===== src/shared/lpp_pkg.sv =====
// Constants, register map and pin carriers for the printer-style I/O port block.
// Assumes a single 100 MHz clock and an APB master with 32-bit data.
package lpp_pkg;

  // ****************************************************************
  // Timing
  // ****************************************************************
  localparam int unsigned CLK_PERIOD_NS = 10;
  localparam logic [31:0] STEP_NS = 32'(CLK_PERIOD_NS);

  // ****************************************************************
  // Pin groups and view layout
  // ****************************************************************
  localparam int DATA_W = 8;
  localparam int CTRL_W = 4;
  localparam int STAT_W = 5;
  localparam int OUT_W = DATA_W + CTRL_W;
  localparam int IN_W = DATA_W + CTRL_W + STAT_W;
  localparam int MAX_PORTS = 8;
  localparam logic [15:0] INDEX_LIMIT = 16'h0010;

  // ****************************************************************
  // Register map (byte addresses)
  // ****************************************************************
  localparam int ADDR_W = 12;
  localparam logic [ADDR_W-1:0] CMD_ADDR = 12'h000;
  localparam logic [ADDR_W-1:0] STAT_ADDR = 12'h004;
  localparam logic [3:0] PORT_PAGE = 4'h1;
  localparam logic [2:0] REG_CFG = 3'h0;
  localparam logic [2:0] REG_ADDR = 3'h1;
  localparam logic [2:0] REG_OUT = 3'h2;
  localparam logic [2:0] REG_INV = 3'h3;
  localparam logic [2:0] REG_CLRSEL = 3'h4;
  localparam logic [2:0] REG_RTIME = 3'h5;
  localparam logic [2:0] REG_IN = 3'h6;
  localparam logic [2:0] REG_INNOT = 3'h7;

  // Field positions.
  localparam int CFG_LOCK_BIT = 8;
  localparam int CMD_ALL_BIT = 4;
  localparam int CMD_PORT_LSB = 8;
  localparam int ADDR_ISINDEX_BIT = 16;

  typedef enum logic [1:0] {
    LPP_MODE_OUT = 2'b00,
    LPP_MODE_IN = 2'b01,
    LPP_MODE_OC = 2'b10
  } lpp_mode_e;

  typedef enum logic [1:0] {
    LPP_OP_NONE = 2'b00,
    LPP_OP_READ = 2'b01,
    LPP_OP_WRITE = 2'b10,
    LPP_OP_CLEAR = 2'b11
  } lpp_op_e;

  typedef struct packed {
    logic [STAT_W-1:0] status;
    logic [CTRL_W-1:0] ctrl;
    logic [DATA_W-1:0] data;
  } lpp_pins_in_s;

  typedef struct packed {
    logic [CTRL_W-1:0] ctrlOut;
    logic [CTRL_W-1:0] ctrlOe;
    logic [DATA_W-1:0] dataOut;
    logic [DATA_W-1:0] dataOe;
  } lpp_pins_out_s;

endpackage


===== src/hw/lpp_port_io.sv =====
// Printer-style general purpose I/O ports: data, control and status pin groups,
// reached over APB; host commands sample inputs, drive outputs and auto-clear them.
// Assumes pins are asynchronous to clk and control pins carry external pull-ups.
//
// Summary of operation
// Seventeen pins: eight data, four control, five status.
// Output mode gives twelve outputs, five inputs.
// Input mode gives four outputs, thirteen inputs.
// Open-drain mode adds control inputs: eight/nine.
// Control pins always output, also input open-drain.
// Undriven open-drain control pin reads true.
// External control drivers must be open-drain.
// Data direction locked once configured; here only a CFG write with CFG_LOCK_BIT set locks it.
// Up to eight ports numbered from zero.
// Mode selects data direction and control inputs.
// Unconfigured data group defaults to output.
// Address value below sixteen is port index.
// At least one port address must be configured.
// Inputs shown as true and complemented views.
// Per-pin polarity chooses active-high or active-low.
// Read samples pins of one or all ports.
// Write drives outputs of one or all ports.
// Clear waits programmed nanoseconds after write.
// Clear returns selected pins to polarity value.
// Controller issues clear after its write.
// One step per period needs zero gap.
// Avoid mixing all-port and single-port operations.
// Inputs registered on read, outputs held.
//
// Added by the designer: the register addresses and register access over APB.
`timescale 1ns/1ns
module lpp_port_io #(
  parameter int NPORTS = lpp_pkg::MAX_PORTS
) (
  // Clock and reset
  input wire logic clk,
  input wire logic nrst,
  // APB slave
  input wire logic psel,
  input wire logic penable,
  input wire logic pwrite,
  input wire logic [lpp_pkg::ADDR_W-1:0] paddr,
  input wire logic [31:0] pwdata,
  output logic [31:0] prdata,
  output logic pready,
  output logic pslverr,
  // Port pins
  input wire lpp_pkg::lpp_pins_in_s [NPORTS-1:0] pinsIn,
  output lpp_pkg::lpp_pins_out_s [NPORTS-1:0] pinsOut
);
  import lpp_pkg::*;

  // up to eight ports
  if (NPORTS < 1 || NPORTS > MAX_PORTS) begin : gBadPorts
    $error("NPORTS must lie between 1 and 8.");
  end

  // ****************************************************************
  // Reset release and pin synchronisers
  // ****************************************************************
  logic rstMeta;
  logic rstSync;
  always_ff @(posedge clk or negedge nrst) begin
    if (!nrst) begin
      rstMeta <= 1'b0;
      rstSync <= 1'b0;
    end else begin
      rstMeta <= 1'b1;
      rstSync <= rstMeta;
    end
  end
  wire logic rstN = rstSync;

  lpp_pins_in_s [NPORTS-1:0] pinMeta;
  lpp_pins_in_s [NPORTS-1:0] pinSync;
  always_ff @(posedge clk or negedge rstN) begin
    if (!rstN) begin
      pinMeta <= '0;
      pinSync <= '0;
    end else begin
      pinMeta <= pinsIn;
      pinSync <= pinMeta;
    end
  end

  // ****************************************************************
  // APB decode
  // ****************************************************************
  logic accessWr;
  logic setupPhase;
  logic [2:0] regIdx;
  logic [2:0] portIdx;
  logic portHit;
  logic mapped;
  logic cmdWrite;
  lpp_op_e cmdOp;
  logic cmdAll;
  logic [2:0] cmdPort;

  assign accessWr = psel && penable && pwrite;
  assign setupPhase = psel && !penable;
  assign regIdx = paddr[4:2];
  assign portIdx = paddr[7:5];
  assign portHit = (paddr[11:8] == PORT_PAGE) && (32'(portIdx) < NPORTS)
    && (paddr[1:0] == 2'b00);
  assign mapped = (paddr == CMD_ADDR) || (paddr == STAT_ADDR) || portHit;
  assign cmdWrite = accessWr && (paddr == CMD_ADDR);
  assign cmdOp = lpp_op_e'(pwdata[1:0]);
  assign cmdAll = pwdata[CMD_ALL_BIT];
  assign cmdPort = pwdata[CMD_PORT_LSB +: 3];

  // The slave answers in the first access cycle, so pready is tied high.
  assign pready = 1'b1;
  assign pslverr = psel && penable && !mapped;

  logic [NPORTS-1:0][7:0][31:0] rdArr;
  logic [NPORTS-1:0] pending;
  logic [NPORTS-1:0] lockedAll;

  // ****************************************************************
  // Per-port logic
  // ****************************************************************
  genvar p;
  generate
    for (p = 0; p < NPORTS; p++) begin : gPort
      lpp_mode_e mode;
      lpp_mode_e next_mode;
      logic locked;
      logic next_locked;
      logic [15:0] addrVal;
      logic [15:0] next_addrVal;
      logic [OUT_W-1:0] outVal;
      logic [OUT_W-1:0] next_outVal;
      logic [OUT_W-1:0] invert;
      logic [OUT_W-1:0] next_invert;
      logic [OUT_W-1:0] clrSel;
      logic [OUT_W-1:0] next_clrSel;
      logic [31:0] resetTime;
      logic [31:0] next_resetTime;
      logic [OUT_W-1:0] pinLatch;
      logic [OUT_W-1:0] next_pinLatch;
      logic [IN_W-1:0] inTrue;
      logic [IN_W-1:0] next_inTrue;
      logic [31:0] elapsed;
      logic [31:0] next_elapsed;
      logic clrPend;
      logic next_clrPend;
      logic [IN_W-1:0] inMask;
      logic regWr;
      logic mine;
      logic doRead;
      logic doWrite;
      logic doClear;
      logic clrDue;

      assign regWr = accessWr && portHit && (32'(portIdx) == p);
      assign mine = cmdWrite && (cmdAll || (32'(cmdPort) == p));
      assign doRead = mine && (cmdOp == LPP_OP_READ);
      assign doWrite = mine && (cmdOp == LPP_OP_WRITE);
      assign doClear = mine && (cmdOp == LPP_OP_CLEAR);
      // wait programmed delay
      assign clrDue = clrPend && (elapsed >= resetTime);

      // mode selects input views
      // pin counts per mode
      assign inMask = {{STAT_W{1'b1}}, {CTRL_W{mode == LPP_MODE_OC}},
        {DATA_W{mode == LPP_MODE_IN}}};

      always_comb begin
        next_mode = mode;
        next_locked = locked;
        next_addrVal = addrVal;
        next_outVal = outVal;
        next_invert = invert;
        next_clrSel = clrSel;
        next_resetTime = resetTime;
        next_pinLatch = pinLatch;
        next_inTrue = inTrue;
        next_elapsed = elapsed;
        next_clrPend = clrPend;
        if (regWr) begin
          if (regIdx == REG_CFG) begin
            // direction fixed once locked
            if (!locked) begin
              next_mode = (pwdata[1:0] == LPP_MODE_IN) ? LPP_MODE_IN :
                (pwdata[1:0] == LPP_MODE_OC) ? LPP_MODE_OC : LPP_MODE_OUT;
              next_locked = pwdata[CFG_LOCK_BIT];
            end
          end else if (regIdx == REG_ADDR) begin
            next_addrVal = pwdata[15:0];
          end else if (regIdx == REG_OUT) begin
            next_outVal = pwdata[OUT_W-1:0];
          end else if (regIdx == REG_INV) begin
            next_invert = pwdata[OUT_W-1:0];
          end else if (regIdx == REG_CLRSEL) begin
            next_clrSel = pwdata[OUT_W-1:0];
          end else if (regIdx == REG_RTIME) begin
            next_resetTime = pwdata;
          end
        end
        // The elapsed count stops at the target so it can never wrap.
        if (elapsed < resetTime) begin
          if (resetTime - elapsed > STEP_NS) begin
            next_elapsed = elapsed + STEP_NS;
          end else begin
            next_elapsed = resetTime;
          end
        end
        if (clrDue) begin
          // selected pins to polarity
          next_pinLatch = (pinLatch & ~clrSel) | (invert & clrSel);
          next_clrPend = 1'b0;
        end
        if (doWrite) begin
          // write drives outputs
          // polarity per pin
          next_pinLatch = outVal ^ invert;
          next_elapsed = '0;
        end
        // clear follows write
        if (doClear) begin
          next_clrPend = 1'b1;
        end
        if (doRead) begin
          // sample inputs on read
          next_inTrue = pinSync[p] & inMask;
        end
      end

      // outputs held between operations
      always_ff @(posedge clk or negedge rstN) begin
        if (!rstN) begin
          // default output mode
          mode <= LPP_MODE_OUT;
          locked <= 1'b0;
          addrVal <= '0;
          outVal <= '0;
          invert <= '0;
          clrSel <= '0;
          resetTime <= '0;
          pinLatch <= '0;
          inTrue <= '0;
          elapsed <= '0;
          clrPend <= 1'b0;
        end else begin
          mode <= next_mode;
          locked <= next_locked;
          addrVal <= next_addrVal;
          outVal <= next_outVal;
          invert <= next_invert;
          clrSel <= next_clrSel;
          resetTime <= next_resetTime;
          pinLatch <= next_pinLatch;
          inTrue <= next_inTrue;
          elapsed <= next_elapsed;
          clrPend <= next_clrPend;
        end
      end

      // control driven in output and input modes, open-drain in OC mode
      // open-drain releases high
      assign pinsOut[p].dataOut = pinLatch[DATA_W-1:0];
      assign pinsOut[p].dataOe = {DATA_W{mode != LPP_MODE_IN}};
      assign pinsOut[p].ctrlOut = (mode == LPP_MODE_OC) ? '0 : pinLatch[OUT_W-1:DATA_W];
      assign pinsOut[p].ctrlOe = (mode == LPP_MODE_OC) ? ~pinLatch[OUT_W-1:DATA_W] :
        {CTRL_W{1'b1}};

      assign pending[p] = clrPend;
      assign lockedAll[p] = locked;
      assign rdArr[p][REG_CFG] = 32'({locked, 6'h00, mode});
      // small value is index
      assign rdArr[p][REG_ADDR] = 32'({addrVal < INDEX_LIMIT, addrVal});
      assign rdArr[p][REG_OUT] = 32'(outVal);
      assign rdArr[p][REG_INV] = 32'(invert);
      assign rdArr[p][REG_CLRSEL] = 32'(clrSel);
      assign rdArr[p][REG_RTIME] = resetTime;
      // true and complemented views
      assign rdArr[p][REG_IN] = 32'(inTrue);
      assign rdArr[p][REG_INNOT] = 32'(~inTrue & inMask);
    end
  endgenerate

  // ****************************************************************
  // Read data, captured in the setup cycle
  // ****************************************************************
  logic [31:0] next_prdata;
  always_comb begin
    next_prdata = prdata;
    if (setupPhase) begin
      if (paddr == STAT_ADDR) begin
        next_prdata = {16'h0000, 8'(lockedAll), 8'(pending)};
      end else if (portHit) begin
        next_prdata = rdArr[portIdx][regIdx];
      end else begin
        next_prdata = '0;
      end
    end
  end

  always_ff @(posedge clk or negedge rstN) begin
    if (!rstN) begin
      prdata <= '0;
    end else begin
      prdata <= next_prdata;
    end
  end

endmodule


===== config.mk =====
export PLATFORM = sky130hd
export DESIGN_NAME = lpp_port_io
export DESIGN_NICKNAME = d
export VERILOG_FILES = /design/src/shared/lpp_pkg.sv /design/src/hw/lpp_port_io.sv
export SDC_FILE = /design/constraint.sdc
export NUM_CORES = 2
export LEC_CHECK = 0
export BUFFER_PORTS_ARGS = -buffer_cell sky130_fd_sc_hd__clkbuf_2
export CAP_MARGIN = 20
export CORE_UTILIZATION = 45
export DETAILED_ROUTE_END_ITERATION = 8
export PLACE_DENSITY = 0.68
export SLEW_MARGIN = 20
export SYNTH_ARGS = -nofsm -noshare
export SYNTH_HDL_FRONTEND = slang
export SYNTH_SLANG_ARGS = --single-unit

===== constraint.sdc =====
create_clock -name clk -period 83.6 [get_ports clk]
set_input_delay 16.72 -clock clk [delete_from_list [all_inputs] [get_ports clk]]
set_output_delay 16.72 -clock clk [all_outputs]
set_load 0.05 [all_outputs]

=== After elaboration in Yosys (flattened, before gate mapping) ===
Index checks and enable logic that the tools add are counted.

* Reductions and logical operators: 152
* Add/subtract/negate cells: 16
* $lt $le $gt $ge: 34
* Mux-type cells: 88
* Bitwise gates (word level): 85
* Equal/unequal tests: 48

{| class="wikitable"
|+ Operators by type and width
! cell !! count
|-
| $mux 32 || 27
|-
| $bmux 256 s3 || 1
|-
| $add 32x4->32 const B || 8
|-
| $and 32x17->32 || 8
|-
| $ge 32x32->1 || 8
|-
| $gt 32x4->1 const B || 8
|-
| $lt 32x32->1 || 8
|-
| $mux 256 || 1
|-
| $not 17->32 || 8
|-
| $sub 32x32->32 || 8
|-
| $and 12x12->12 || 16
|-
| $mux 12 || 16
|-
| $and 17x17->17 || 8
|-
| $lt 16x5->1 const B || 8
|-
| $bmux 32 s3 || 1
|-
| $not 12->12 || 8
|-
| $or 12x12->12 || 8
|-
| $xor 12x12->12 || 8
|-
| $mux 4 || 16
|-
| $reduce_and 7->1 || 8
|-
| $logic_and 1x1->1 || 55
|-
| $reduce_and 3->1 || 16
|-
| $reduce_and 6->1 || 8
|-
| $reduce_bool 2->1 || 24
|-
| other kinds (21) || 138
|}

* Word-level logic and storage cells: 562
* Output and inout port bits: 226
* Bits in registers: 1498

=== Depth between registers and ports, before layout ===
* Depth in word-level cells: 8
* Mapped depth: 19
* Gate-level depth less buffers: 16

=== Least setup slack after synthesis ===
OpenSTA, ideal clock, no wires.

* Path kind: input-to-output
* From: input paddr[3] (netlist bit)
* To: output pslverr
* Setup slack: 48.723 ns
* Data required time: 66.880 ns
* Arrival time: 18.157 ns
* Cell stages on the path: 4
* Cells stage by stage: clkbuf_1 > clkbuf_1 > buf_1 > o2111a_1

* Word-level cells in the longest chain between the ends: 5
* Elaborated cells on any way between the ends: 6
* Classes of those cells: 1 x eq/ne; 5 x reduce/logical

{| class="wikitable"
|+ RTL lines
! item !! line !! RTL
|-
| start, declared || lpp_port_io.sv:42 || <nowiki>input wire logic [lpp_pkg::ADDR_W-1:0] paddr,</nowiki>
|-
| $eq 12x3->1 / $logic_not 12->1 (equally long branches) || lpp_port_io.sv:106 || <nowiki>assign mapped = (paddr == CMD_ADDR) || (paddr == STAT_ADDR) || portHit;</nowiki>
|-
| $logic_or 1x1->1 (*) (2 in a row) || lpp_port_io.sv:106 ||
|-
| $logic_not 1->1 (*) || lpp_port_io.sv:114 || <nowiki>assign pslverr = psel && penable && !mapped;</nowiki>
|-
| $logic_and 1x1->1 (*) || lpp_port_io.sv:114 ||
|-
| end, declared || lpp_port_io.sv:46 || <nowiki>output logic pslverr,</nowiki>
|}

Mark *: on every way between the ends. The rest lies on a longest branch, timed or not.

=== Worst setup path in the final report ===
* From: input paddr[5] (netlist bit)
* To: output pslverr

Same word-level chain as after synthesis.

==> results.ini <==
[outcome]
outcome = completed

[setup_path]
arrival_ns = 18.61
required_ns = 66.88
worstSetupPathType = in -> out
max_stage_delay_ns = 0.79
cp_max_fo = 46
cp_cell_sequence = buf_8 > nor2_1 > nand3_1 > o2111a_1 > clkbuf_2
critPathSlowestCell = nor2_1
end_kind = primary output
setup.worst_path.start_class = primary input

[power_and_ir_drop]
vdd_drop_max_uv = 18.5
swShare_pct = 23.7
p_sw_mw = 0.374
power_density_mw_per_mm2 = 16.2
combPwrFrac_pct = 4.0
p_leak_nw = 45.7
totalPowerFinal_mw = 1.58
p_int_mw = 1.20
power_frac_clock_pct = 49.3
pwr-share-seq_pct = 46.7

[synth]
syn-cell-area_mm2 = 0.0886
synth_area_per_cell_um2 = 9.76
synth_seq_area_share_pct = 42.3
synthCells = 9076
synth_top_area_share_pct = 42.3
synth_area_leaders = dfrtp_1 (42%), mux2_2 (8.4%), mux4_2 (6.2%), nand2_1 (4.0%), ha_1 (3.7%)
ys_async_sr_fraction_pct = 100
synth_cell_types = 104
yosysTopAreaCell = dfrtp_1
ys.flop_type = dfrtp_1
synth.ff_latch_count = 1498
yosysWarnings = 0
synth_edf_count = 0

[clock_tree]
clockBufferDepth = 3
cts_tree = done
cts_root_buffer = clkbuf_16
cts_resized = 0
clkSlewWorstSetupHoldPaths_ns = 0.06
cts.sinks = 1498
htree_levels = 4
cts_setup_buffers = 0
cts_hold_buf = 0
cts_buffers = 162
insertion_delay_ns = 0.86

[route]
drtIter0Drc = 8439
routedWlPerCell_um = 25.8
vias = 75100
ant_nets = 0
drc = 0
vias_per_cell = 6.36
finalWirelength_mm = 305
drtPass1Iterations = 8

[sta]
finalSetupViolCount = 0
hold_viol_final = 0
tns_ns = 0
fmax_ghz = 0.0283
final-max-slew-violation-count = 0
worst_pin_slew_ns = 1.27
rsz0062_at_grt = no
slew_headroom_pct = 14.7
fin_skew_ns = 0.0605
timing.hold.ws_ns = 0.336
min_period_ns = 35.33
min_period_over_period_pct = 42.3

[finish]
fin_area_mm2 = 0.0977
nets = 9497
area_growth_pct = 10.3
final_common_cell = dfrtp_1
post_route_cells_drive_above_1_share_pct = 19.8
most-common-layout-cells = dfrtp_1 (1496), nand2_1 (944), mux2_2 (664)

[hold_path]
hp-class = reg -> reg

[die]
initial_utilization_pct = 45.4
core_mm2 = 0.195
io_pins = 411
die_h_um = 446
die_w_um = 446
die_area_mm2 = 0.199
row_count = 162

[placement]
placed_area_mm2 = 0.0918
port_buffers = 409
gp_congestion = 1.01
hpwl_mm = 226

[global_routing]
antenna_found_initial = 23
grt_pass1_wl_mm = 460
grt_use_total_pct = 30.4
grt_max_degree = 190
grt-ovfl-total = 0
grt_pass1_vias = 71900

[job]
max-cap-violations = 0

==> worst max-delay path: cells and delay by family <==
kind            cells  cell delay (ns)
buf+inv             2             0.41
compound gates      1             0.32
simple gates        2             1.09
==> sequential cells by signal (all words and copies together) (netlist names), 16 cells and up, named ones only <==
signal / flops
gPort.outVal: 96
gPort.resetTime: 256
gPort.clrSel: 96
gPort.elapsed: 256
gPort.addrVal: 128
prdata: 32
pinSync: 136
pinMeta: 136
gPort.mode: 16
gPort.inTrue: 136
gPort.invert: 96
==> path summary, 6_finish.rpt <==
kind,cells after the start,from,to,slack (ns)
setup / recovery,5,paddr[5],pslverr,48.27
hold / removal,0,pinMeta[88]$_DFF_PN0_,pinSync[88]$_DFF_PN0_,0.34
setup reg to reg,17,gPort[5].resetTime[0]$_DFFE_PN0P_,register,77.94
hold reg to reg,0,pinMeta[88]$_DFF_PN0_,pinSync[88]$_DFF_PN0_,0.34
max in group asynchronous,1,nrst,rstN$_DFF_PN0_,67.84
min in group asynchronous,0,rstN$_DFF_PN0_,pinMeta[14]$_DFF_PN0_,0.43
==> per-layer routing <==
layer	GRT usage [%]	part of all wire, %	vias to the layer above
met2	45.6	44	3582
met1	39.6	40	37400
met4	20.8	7.9	10
met5	0	0.022	-
met3	5.98	7.9	790
li1	-	-	33300
==> synth_stat cells, types with 124 or more instances <==
library cell / number
ha_1: 264
a311oi_1: 133
nor3_1: 171
nand4_1: 138
nand3_1: 329
inv_1: 359
a21oi_1: 464
nor4_1: 135
a31oi_1: 260
o21ai_0: 510
mux4_2: 242
buf_4: 129
nor2_1: 674
dfrtp_1: 1498
clkbuf_1: 480
a211oi_1: 124
nand2_1: 944
mux2_2: 664
==> kinds of logic (layout without fill, tap and decap cells) <==
kind of cell    count (synthesis)  in the layout  synth area share (%)
mux                          1011           1011                  15.9
buf+inv                      1096           1191                  5.36
other cells                     1             22               0.00423
simple gates                 2834           2834                  15.0
compound gates               2248           2248                  16.5
fa+ha+maj                     272            272                  3.91
flops                        1498           1498                  42.3
xor+xnor                      116            116                  1.15
==> stage by stage <==
| step | util [%] | worst slack [ns] | cells |
|---|---|---|---|
| after detailed placement | 47.0 | 48.39 | 11500 |
| final | 50.1 | 48.27 | 11800 |
| after global placement | 47.0 | 48.38 | 11500 |
| after floorplan | - | 38.75 | 9077 |
| after global routing | 50.0 | 48.30 | 11800 |
| after CTS | 50.0 | 48.38 | 11800 |
==> layout make-up <==
cell class | instances | area, µm²
Multi-Input combinational cell | 6483 | 46600
Timing Repair Buffer | 531 | 3110
Sequential cell | 1498 | 37500
Fill cell | 17600 | 97500
Antenna cell | 20 | 50.0
Clock buffer | 226 | 4640
Clock inverter | 70 | 1190
Tap cell | 2624 | 3280
Inverter | 364 | 1370
==> power by group through the flow <==
stage / clock (mW) / sequential (mW) / combinational (mW)
detailed placement: 0 / 0.751 / 0.0628
finish: 0.779 / 0.737 / 0.0633
floorplan: 0 / 0.761 / 0.0285
global route: 0.818 / 0.738 / 0.0684
CTS: 0.787 / 0.738 / 0.0630
global placement: 0 / 0.751 / 0.0618
Power figures use the tool's default switching activity.
